[src/pkg/timer_channel_defs.vh]
// register map, field positions and reset values for the timer channel
`ifndef TIMER_CHANNEL_DEFS_VH
`define TIMER_CHANNEL_DEFS_VH

`define ADDR_CURRENT_COUNT   12'h000
`define ADDR_RELOAD_VALUE    12'h004
`define ADDR_BG_RELOAD       12'h008
`define ADDR_CHANNEL_CONTROL 12'h00C
`define ADDR_RAW_ZERO        12'h010
`define ADDR_MASKED_ZERO     12'h014
`define ADDR_COMBINED_MODE   12'h018
`define ADDR_IRQ_ENABLE      12'h01C
`define ADDR_IRQ_CLEAR       12'h020
`define ADDR_IRQ_STATUS      12'h024

`define CTRL_ENABLE_BIT      0
`define CTRL_ONE_SHOT_BIT    1
`define CTRL_IRQ_EN_BIT      2
`define FLAG_BIT             0
`define MODE64_BIT           0

`define WORD_ZERO            32'h0000_0000
`define WORD_ONE             32'h0000_0001
`define ADDR_WIDTH           12

`endif

[src/hdl/timer_channel.v]
// one 32-bit down-counting timer channel with an APB register slave
`default_nettype none
`include "timer_channel_defs.vh"

module timer_channel (
	input  wire        CLK,
	input  wire        ARST_N,
	input  wire        PSEL,
	input  wire        PENABLE,
	input  wire        PWRITE,
	input  wire [11:0] PADDR,
	input  wire [31:0] PWDATA,
	output wire [31:0] PRDATA,
	output wire        PREADY,
	output wire        PSLVERR,
	output wire        ZERO_INTERRUPT_OUT,
	output wire        ZERO_EVENT_IRQ
);

	reg  [31:0] count_q;
	reg  [31:0] count_d;
	reg  [31:0] reload_q;
	reg  [31:0] reload_d;
	reg         count_enable_q;
	reg         count_enable_d;
	reg         one_shot_q;
	reg         one_shot_d;
	reg         zero_irq_en_q;
	reg         zero_irq_en_d;
	reg         raw_flag_q;
	reg         raw_flag_d;
	reg         combined_q;
	reg         combined_d;
	reg         evt_en_q;
	reg         evt_en_d;
	reg         evt_q;
	reg         evt_d;
	reg         halted_q;
	reg         halted_d;
	reg  [31:0] rdata_q;
	reg  [31:0] rdata_d;
	reg         slverr_q;
	reg         slverr_d;
	reg         hit;
	wire        wr;
	wire        rd;
	wire        setup;
	wire        reach_zero;

	// single-cycle access: every transfer completes in its first access cycle
	assign PREADY  = 1'h1;
	assign setup   = PSEL & ~PENABLE;
	assign wr      = PSEL & PENABLE & PWRITE;
	assign rd      = setup & ~PWRITE;
	assign PRDATA  = rdata_q;
	assign PSLVERR = slverr_q & PSEL & PENABLE;

	// zero event when the running counter stands at one; a halted one-shot does not retrigger
	assign reach_zero = count_enable_q & ~halted_q & (count_q == `WORD_ONE);

	// both interrupt outputs are plain levels; software clears their cause
	assign ZERO_INTERRUPT_OUT = raw_flag_q & zero_irq_en_q;
	assign ZERO_EVENT_IRQ     = evt_q & evt_en_q;

	always @* begin
		// unmapped offsets answer with an error and read as zero
		hit = 1'h1;
		case (PADDR)
			`ADDR_CURRENT_COUNT:   hit = 1'h1;
			`ADDR_RELOAD_VALUE:    hit = 1'h1;
			`ADDR_BG_RELOAD:       hit = 1'h1;
			`ADDR_CHANNEL_CONTROL: hit = 1'h1;
			`ADDR_RAW_ZERO:        hit = 1'h1;
			`ADDR_MASKED_ZERO:     hit = 1'h1;
			`ADDR_COMBINED_MODE:   hit = 1'h1;
			`ADDR_IRQ_ENABLE:      hit = 1'h1;
			`ADDR_IRQ_CLEAR:       hit = 1'h1;
			`ADDR_IRQ_STATUS:      hit = 1'h1;
			default:               hit = 1'h0;
		endcase
	end

	always @* begin
		rdata_d  = rdata_q;
		slverr_d = 1'h0;
		if (setup) begin
			slverr_d = ~hit;
		end
		// read data is taken at the end of setup and stands through the access cycle
		if (rd) begin
			rdata_d = `WORD_ZERO;
			case (PADDR)
				`ADDR_CURRENT_COUNT: begin
					if (!combined_q) begin
						rdata_d = count_q;
					end
				end
				`ADDR_RELOAD_VALUE: begin
					if (!combined_q) begin
						rdata_d = reload_q;
					end
				end
				`ADDR_BG_RELOAD: begin
					if (!combined_q) begin
						rdata_d = reload_q;
					end
				end
				`ADDR_CHANNEL_CONTROL: begin
					if (!combined_q) begin
						rdata_d[`CTRL_ENABLE_BIT]   = count_enable_q;
						rdata_d[`CTRL_ONE_SHOT_BIT] = one_shot_q;
						rdata_d[`CTRL_IRQ_EN_BIT]   = zero_irq_en_q;
					end
				end
				`ADDR_RAW_ZERO:      rdata_d[`FLAG_BIT] = raw_flag_q;
				`ADDR_MASKED_ZERO:   rdata_d[`FLAG_BIT] = raw_flag_q & zero_irq_en_q;
				`ADDR_COMBINED_MODE: rdata_d[`MODE64_BIT] = combined_q;
				`ADDR_IRQ_ENABLE:    rdata_d[`FLAG_BIT] = evt_en_q;
				`ADDR_IRQ_STATUS:    rdata_d[`FLAG_BIT] = evt_q;
				`ADDR_IRQ_CLEAR:     rdata_d = `WORD_ZERO;
				default:             rdata_d = `WORD_ZERO;
			endcase
		end
	end

	always @* begin
		count_d        = count_q;
		reload_d       = reload_q;
		count_enable_d = count_enable_q;
		one_shot_d     = one_shot_q;
		zero_irq_en_d  = zero_irq_en_q;
		combined_d     = combined_q;
		evt_en_d       = evt_en_q;
		halted_d       = halted_q;

		// counting; the zero event is taken at a count of one, so a periodic
		// count never shows zero while it runs
		if (count_enable_q && !halted_q) begin
			if (count_q == `WORD_ZERO) begin
				count_d = reload_q;
			end else if (reach_zero) begin
				if (one_shot_q) begin
					count_d  = `WORD_ZERO;
					halted_d = 1'h1;
				end else begin
					count_d = reload_q;
				end
			end else begin
				count_d = count_q - `WORD_ONE;
			end
		end

		if (wr) begin
			case (PADDR)
				`ADDR_RELOAD_VALUE: begin
					if (!combined_q) begin
						reload_d = PWDATA;
						count_d  = PWDATA;
						// any nonzero write to the reload value lifts a one-shot halt; a background reload write does not
						if (PWDATA != `WORD_ZERO) begin
							halted_d = 1'h0;
						end
					end
				end
				`ADDR_BG_RELOAD: begin
					if (!combined_q) begin
						reload_d = PWDATA;
					end
				end
				`ADDR_CHANNEL_CONTROL: begin
					if (!combined_q) begin
						count_enable_d = PWDATA[`CTRL_ENABLE_BIT];
						one_shot_d     = PWDATA[`CTRL_ONE_SHOT_BIT];
						zero_irq_en_d  = PWDATA[`CTRL_IRQ_EN_BIT];
						// back to periodic also restarts a halted one-shot
						if (!PWDATA[`CTRL_ONE_SHOT_BIT]) begin
							halted_d = 1'h0;
						end
						// enabling from idle: a zero count is reloaded first
						if (PWDATA[`CTRL_ENABLE_BIT] && !count_enable_q) begin
							halted_d = 1'h0;
							if (count_q == `WORD_ZERO) begin
								count_d = reload_q;
							end else begin
								count_d = count_q;
							end
						end
					end
				end
				`ADDR_COMBINED_MODE: begin
					combined_d = PWDATA[`MODE64_BIT];
					// entering combined operation clears channel control
					if (PWDATA[`MODE64_BIT]) begin
						count_enable_d = 1'h0;
						one_shot_d     = 1'h0;
						zero_irq_en_d  = 1'h0;
					end
				end
				`ADDR_IRQ_ENABLE: evt_en_d = PWDATA[`FLAG_BIT];
				default: begin
				end
			endcase
		end
	end

	// sticky flags: a zero event in the clearing cycle wins over the clear
	always @* begin
		raw_flag_d = raw_flag_q;
		if (wr && (PADDR == `ADDR_RAW_ZERO) && PWDATA[`FLAG_BIT]) begin
			raw_flag_d = 1'h0;
		end
		// writes to the masked status address touch nothing
		if (reach_zero) begin
			raw_flag_d = 1'h1;
		end
	end

	// event status mirrors the raw flag but has its own clear and enable
	always @* begin
		evt_d = evt_q;
		if (wr && (PADDR == `ADDR_IRQ_CLEAR) && PWDATA[`FLAG_BIT]) begin
			evt_d = 1'h0;
		end
		if (reach_zero) begin
			evt_d = 1'h1;
		end
	end

	// one flop group per register; every reset value is zero
	always @(posedge CLK or negedge ARST_N) begin
		if (!ARST_N) begin
			count_q <= `WORD_ZERO;
		end else begin
			count_q <= count_d;
		end
	end

	always @(posedge CLK or negedge ARST_N) begin
		if (!ARST_N) begin
			reload_q <= `WORD_ZERO;
		end else begin
			reload_q <= reload_d;
		end
	end

	always @(posedge CLK or negedge ARST_N) begin
		if (!ARST_N) begin
			count_enable_q <= 1'h0;
		end else begin
			count_enable_q <= count_enable_d;
		end
	end

	always @(posedge CLK or negedge ARST_N) begin
		if (!ARST_N) begin
			one_shot_q <= 1'h0;
		end else begin
			one_shot_q <= one_shot_d;
		end
	end

	always @(posedge CLK or negedge ARST_N) begin
		if (!ARST_N) begin
			zero_irq_en_q <= 1'h0;
		end else begin
			zero_irq_en_q <= zero_irq_en_d;
		end
	end

	always @(posedge CLK or negedge ARST_N) begin
		if (!ARST_N) begin
			raw_flag_q <= 1'h0;
		end else begin
			raw_flag_q <= raw_flag_d;
		end
	end

	// combined operation freezes this channel's control and reload access
	always @(posedge CLK or negedge ARST_N) begin
		if (!ARST_N) begin
			combined_q <= 1'h0;
		end else begin
			combined_q <= combined_d;
		end
	end

	always @(posedge CLK or negedge ARST_N) begin
		if (!ARST_N) begin
			evt_en_q <= 1'h0;
		end else begin
			evt_en_q <= evt_en_d;
		end
	end

	always @(posedge CLK or negedge ARST_N) begin
		if (!ARST_N) begin
			evt_q <= 1'h0;
		end else begin
			evt_q <= evt_d;
		end
	end

	// halt marks a one-shot that has run out
	always @(posedge CLK or negedge ARST_N) begin
		if (!ARST_N) begin
			halted_q <= 1'h0;
		end else begin
			halted_q <= halted_d;
		end
	end

	// read data and error flag belong to the bus side
	always @(posedge CLK or negedge ARST_N) begin
		if (!ARST_N) begin
			rdata_q <= `WORD_ZERO;
		end else begin
			rdata_q <= rdata_d;
		end
	end

	always @(posedge CLK or negedge ARST_N) begin
		if (!ARST_N) begin
			slverr_q <= 1'h0;
		end else begin
			slverr_q <= slverr_d;
		end
	end

endmodule

`default_nettype wire

[config.mk]
export PLATFORM = sky130hd
export DESIGN_NAME = timer_channel
export DESIGN_NICKNAME = d
export VERILOG_FILES = /design/src/hdl/timer_channel.v
export VERILOG_INCLUDE_DIRS = /design/src /design/src/pkg
export SDC_FILE = /design/constraint.sdc
export NUM_CORES = 1
export LEC_CHECK = 0
export BUFFER_PORTS_ARGS = -buffer_cell sky130_fd_sc_hd__buf_4
export CAP_MARGIN = 0
export CORE_MARGIN = 2
export CORE_UTILIZATION = 55
export DETAILED_ROUTE_END_ITERATION = 10
export HOLD_SLACK_MARGIN = 0.08
export PLACE_DENSITY = 0.76
export REMOVE_ABC_BUFFERS = 1
export SKIP_CTS_REPAIR_TIMING = 1
export SYNTH_ARGS = -nofsm -noshare
export SYNTH_HDL_FRONTEND = slang
export SYNTH_SLANG_ARGS = --single-unit
[constraint.sdc]
create_clock -name CLK -period 3 [get_ports CLK]
set_input_delay 0 -clock CLK [delete_from_list [all_inputs] [get_ports CLK]]
set_output_delay 0 -clock CLK [all_outputs]
set_load 0.05 [all_outputs]
Word level (Yosys, flattened, before mapping)
Cells that the tools add are included.
- add/sub/neg operators: 1
- multiply operators: 0
- div/mod/pow operators: 0
- order comparisons: 0
- equality and inequality tests: 13
- shift operators: 0
- multiplexer cells: 40
- bitwise logic cells: 15
- reduce and logical (&&, ||, !) cells: 20
- operators with widths (cell ; number):
    $mux 32 ; 11
    $pmux 32 s2 ; 1
    $pmux 29 s2 ; 1
    $eq 12x5->1 const B ; 4
    $eq 32x1->1 const B ; 1
    $logic_not 32->1 ; 1
    $reduce_bool 32->1 ; 1
    $sub 32x1->32 const B ; 1
    $eq 12x4->1 const B ; 2
    $eq 12x6->1 const B ; 2
    $mux 1 ; 20
    $eq 12x3->1 const B ; 1
    $logic_not 12->1 ; 1
    $and 1x1->1 ; 10
    $reduce_or 10->1 ; 1
    $pmux 1 s2 ; 4
    $pmux 1 s8 ; 1
    $logic_and 1x1->1 ; 6
    $pmux 2 s3 ; 1
    $reduce_bool 2->1 ; 3
    $ne 5x5->1 const B ; 1
    $not 1->1 ; 5
    $ne 2x2->1 const B ; 2
    $reduce_and 2->1 ; 2
    other kinds (5) ; 6
- bits in registers: 105
- latch bits: 0
- RAM bits: 0
- ROM bits: 0
- bits of input ports: 49
- output and inout bits: 36
- memories: 0

Logic depth before layout (Yosys ltp)
- depth in word-level cells: 11
- mapped depth: 13
- mapped depth without buffers: 9

Worst setup path after synthesis
OpenSTA, ideal clock, no wires.
- path type: register -> register
- start point: register count_q[12]
- end point: register count_q[21]
- arrival: 2.547 ns
- required time: 2.874 ns
- path slack: 0.327 ns
- cell stages (with the launch flop): 11
- cells stage by stage: dfrtp_1 or4_1 buf_2 nor4_4 and4_1 buf_4 and2_1 buf_4 nor3_1 a221o_1 a221o_1
- longest elaborated chain between the ends: 9
- ends and longest elaborated chain (item ; RTL line ; source):
    from (decl) ; timer_channel.v:20 ; reg [31:0] count_q;
    from (signal assigned) ; timer_channel.v:232 ; count_q <= `WORD_ZERO;
    from (signal assigned) ; timer_channel.v:234 ; count_q <= count_d;
    parallel branches: the longest is 9 deep, another holds $sub 32x1->32 ; -- ;
Several ways; the timed one is not identified.
A chain may end at the register's enable or synchronous reset.

Worst setup path after layout
- start point: register count_q[13]
- end point: register count_q[8]
- longest elaborated chain between the ends: 9
- ends and longest elaborated chain (item ; RTL line ; source):
    $eq 32x1->1 (no source line) ; -- ;
    $and 1x1->1 ; timer_channel.v:59 ; assign reach_zero = count_enable_q & ~halted_q & (count_q == `WORD_ONE);
    $mux 32 ; timer_channel.v:141 ; end else if (reach_zero) begin
    $mux 32 ; timer_channel.v:139 ; if (count_q == `WORD_ZERO) begin
    $mux 32 ; timer_channel.v:138 ; if (count_enable_q && !halted_q) begin
    $mux 32 ; timer_channel.v:180 ; if (PWDATA[`CTRL_ENABLE_BIT] && !count_enable_q) begin
    $mux 32 ; timer_channel.v:171 ; if (!combined_q) begin
    $pmux 32 s2 ; timer_channel.v:154 ; case (PADDR)
    $mux 32 ; timer_channel.v:153 ; if (wr) begin
Parallel ways exist; a longest one is shown, timed or not.

==> out/metrics.yaml <==
yosys.cell_count.top_type: "dfrtp_1"
r2r_slack_ns: 0.05
clkSlewWorstSetupHoldPaths_ns: 0.08
stdcell_count: 1157
die_y_um: 116
fin_setup_tns_ns: 0
tightest_slew_ns: 0.871
grt_use_total_pct: 40.7
synth-edff-count: 0
r2r-start: "count_q[13]$_DFFE_PN0P_"
synth_area_um2: 6950
grt_max_degree: 58
placed_cells: 1103
async_flop_share_pct: 100
ctsHtreeMaxLevel: 3
vias: 8011
cts_buffers: 9
clockRootBuffer: "clkbuf_16"
start_util_pct: 55.8
period_minus_slack_ns: 2.95
peakVddDrop_uv: 246
clk_latency_ns: 0.36
hold_violations: 0
skew_ns: 0.00839
via_per_inst: 6.92
synth_top_area_cell: "dfrtp_1"
nets: 1032
synth.distinct_cells: 66
dpl_cell_area_um2: 8070
ys.flop_type: "dfrtp_1"
worstSetupPathType: "reg2reg"
cp_max_fo: 13
cts_max_path_buffers: 2
ant_nets: 0
setup_ws_ns: 0.0502
hold_end: "evt_q$_DFFE_PN0P_"
finish.instance_area_um2: 8780
cts_tree: "done"
r2r_end: "count_q[8]$_DFFE_PN0P_"
synthTopCellsByCount: "105 x dfrtp_1, 102 x o21ai_0, 101 x nand2_1"
leakagePower_nw: 3.68
hold-path-cell-count: 4
drv_slew: 0
num_antenna_cells: 0
synth-seq-area-share_pct: 37.8
drt_iter0_markers: 1339
synthTopCellsByArea: "dfrtp_1 38%, o21ai_0 7.3%, mux2_2 5.5%"
row_count: 41
ys_ff_latch: 105
max_slew_margin_pct: 41.7
fmax_mhz: 339
maxCapViolations: 0
avgSynthCellArea_um2: 8.22
core_um2: 12500
grt_pass1_vias: 7246
worstHoldPathType: "in2reg"
drc: 0
yosysWarnings: 0
pin_count: 85
io_buffers: 83
cts_sinks: 105
synth_top_area_share_pct: 37.8
place_ws_ns: 0.0183
worstPathRequired_ns: 3.24
drt-wirelength-per-cell_um: 24.6
crit_arrival_ns: 3.19
areaGrowthSynthToFinish_pct: 26.4
drive_gt1_share_pct: 22.9
syn_inst: 846
rr_worst_depth: 9
grt-ovfl-total: 0
antenna_found_initial: 0
status: "completed"
fin_util_pct: 70.5
min_from: "PADDR[4]"
cp-start-kind: "flop"
powerDensity_nw_per_um2: 342
grt_pass1_wl_um: 41300
die_area_um2: 13600
crit_path_end_kind: "flop"
dp_hpwl_um: 19500
setup_violations: 0
final.period_utilization_pct: 98.3
gp_congestion: 1.07
dr.pass1.iters: 8
drt-total-wl_um: 28400
die_width_um: 116
## worst max path at each step
| stage | start | slack, ns | cells past startpoint | to |
|---|---|---|---|---|
| 6_report | count_q[13]$_DFFE_PN0P_ | 0.05 | 9 | count_q[8]$_DFFE_PN0P_ |
| 5_1_grt | count_q[13]$_DFFE_PN0P_ | -0.02 | 9 | count_q[8]$_DFFE_PN0P_ |
| 4_1_cts | count_q[12]$_DFFE_PN0P_ | -0.01 | 10 | count_q[7]$_DFFE_PN0P_ |
| 3_5_place_dp | count_q[12]$_DFFE_PN0P_ | 0.02 | 10 | count_q[7]$_DFFE_PN0P_ |
| 3_3_place_gp | count_q[12]$_DFFE_PN0P_ | 0.10 | 10 | count_q[7]$_DFFE_PN0P_ |
| 2_1_floorplan | combined_q$_DFFE_PN0P_ | -0.56 | 7 | count_q[30]$_DFFE_PN0P_ |
## flip-flops by register name, summed over array words and instances, names as in the netlist
register        count
evt_q               1
count_q            32
slverr_q            1
reload_q           32
PRDATA             32
zero_irq_en_q       1
count_enable_q      1
raw_flag_q          1
evt_en_q            1
halted_q            1
one_shot_q          1
combined_q          1
## through the flow
| stage | hold WS [ns] | power (mW) |
|---|---|---|
| floorplan | -0.296 | 1.54 |
| global placement | 0.0811 | 1.69 |
| detailed placement | 0.117 | 1.70 |
| CTS | -0.270 | 2.96 |
| global route | 0.121 | 3.07 |
| finish | 0.0587 | 3.00 |
## placed cells by master, fill, tap and decap left out, types with 6 or more instances in the layout
| master | synthesis | routed |
|---|---|---|
| a22oi_1 | 44 | 44 |
| dlygate4sd3_1 | 0 | 36 |
| and3_1 | 12 | 12 |
| mux2_2 | 34 | 34 |
| a221o_1 | 11 | 11 |
| xnor2_1 | 6 | 6 |
| o211ai_1 | 8 | 8 |
| a22o_1 | 6 | 6 |
| inv_1 | 8 | 8 |
| o22ai_1 | 11 | 11 |
| and2_1 | 10 | 9 |
| a21oi_1 | 64 | 64 |
| nand2_1 | 101 | 100 |
| o21ai_1 | 7 | 7 |
| or3_1 | 8 | 8 |
| a211oi_1 | 9 | 9 |
| nor3_1 | 24 | 22 |
| nand3_1 | 22 | 21 |
| nor4_1 | 13 | 13 |
| buf_4 | 6 | 157 |
| nand4_1 | 10 | 10 |
| o21ai_0 | 102 | 102 |
| dfrtp_1 | 105 | 105 |
| a32oi_1 | 8 | 8 |
| nor2_1 | 62 | 62 |
| o31ai_1 | 7 | 7 |
| clkbuf_16 | 0 | 9 |
| nand2b_1 | 8 | 8 |
| or4_1 | 7 | 6 |
## cell type report
cell class | count | area [µm²]
multi-input cells | 661 | 4020
fillers | 1026 | 3680
flip-flops and latches | 105 | 2630
repair buffers | 195 | 1580
clock buffers | 13 | 270
well taps | 172 | 215
clock inverters | 3 | 46.3
inverters | 8 | 30.0
## critical path, stage by stage (launching register included)
cell and delay, ns:
dfrtp_1 0.38, or4_4 0.58, nor4_4 0.37, and4_4 0.30, buf_4 0.17, nand2_1 0.09, and3_1 0.20, buf_4 0.21
a222oi_1 0.40, o21ai_1 0.12
## power by group
group	switching, mW	internal, mW
clock network	0.564	0.720
logic	0.165	0.120
registers	0.0109	1.42
## per-layer routing
metal / wire, µm / vias up / global-route usage (%) / part of all wire (%)
met1: 10900 / 3755 / 56.4 / 38
met5: 0 / - / 0 / 0
met4: 1290 / 0 / 18.6 / 4.5
li1: - / 3425 / - / -
met2: 12700 / 696 / 61.7 / 45
met3: 3590 / 135 / 8.35 / 13
## cell families after synthesis
kind of cell	count (synthesis)	synth area share (%)
buffers and inverters	80	4.99
muxes	38	6.08
adders and majority gates	3	0.540
other	1	0.0539
DFF	105	37.8
xor gates and xnor gates	8	1.01
and+or+nand+nor	294	20.5
AOI/OAI and AO/OA	317	29.0
(Power assumes the default switching activity.)
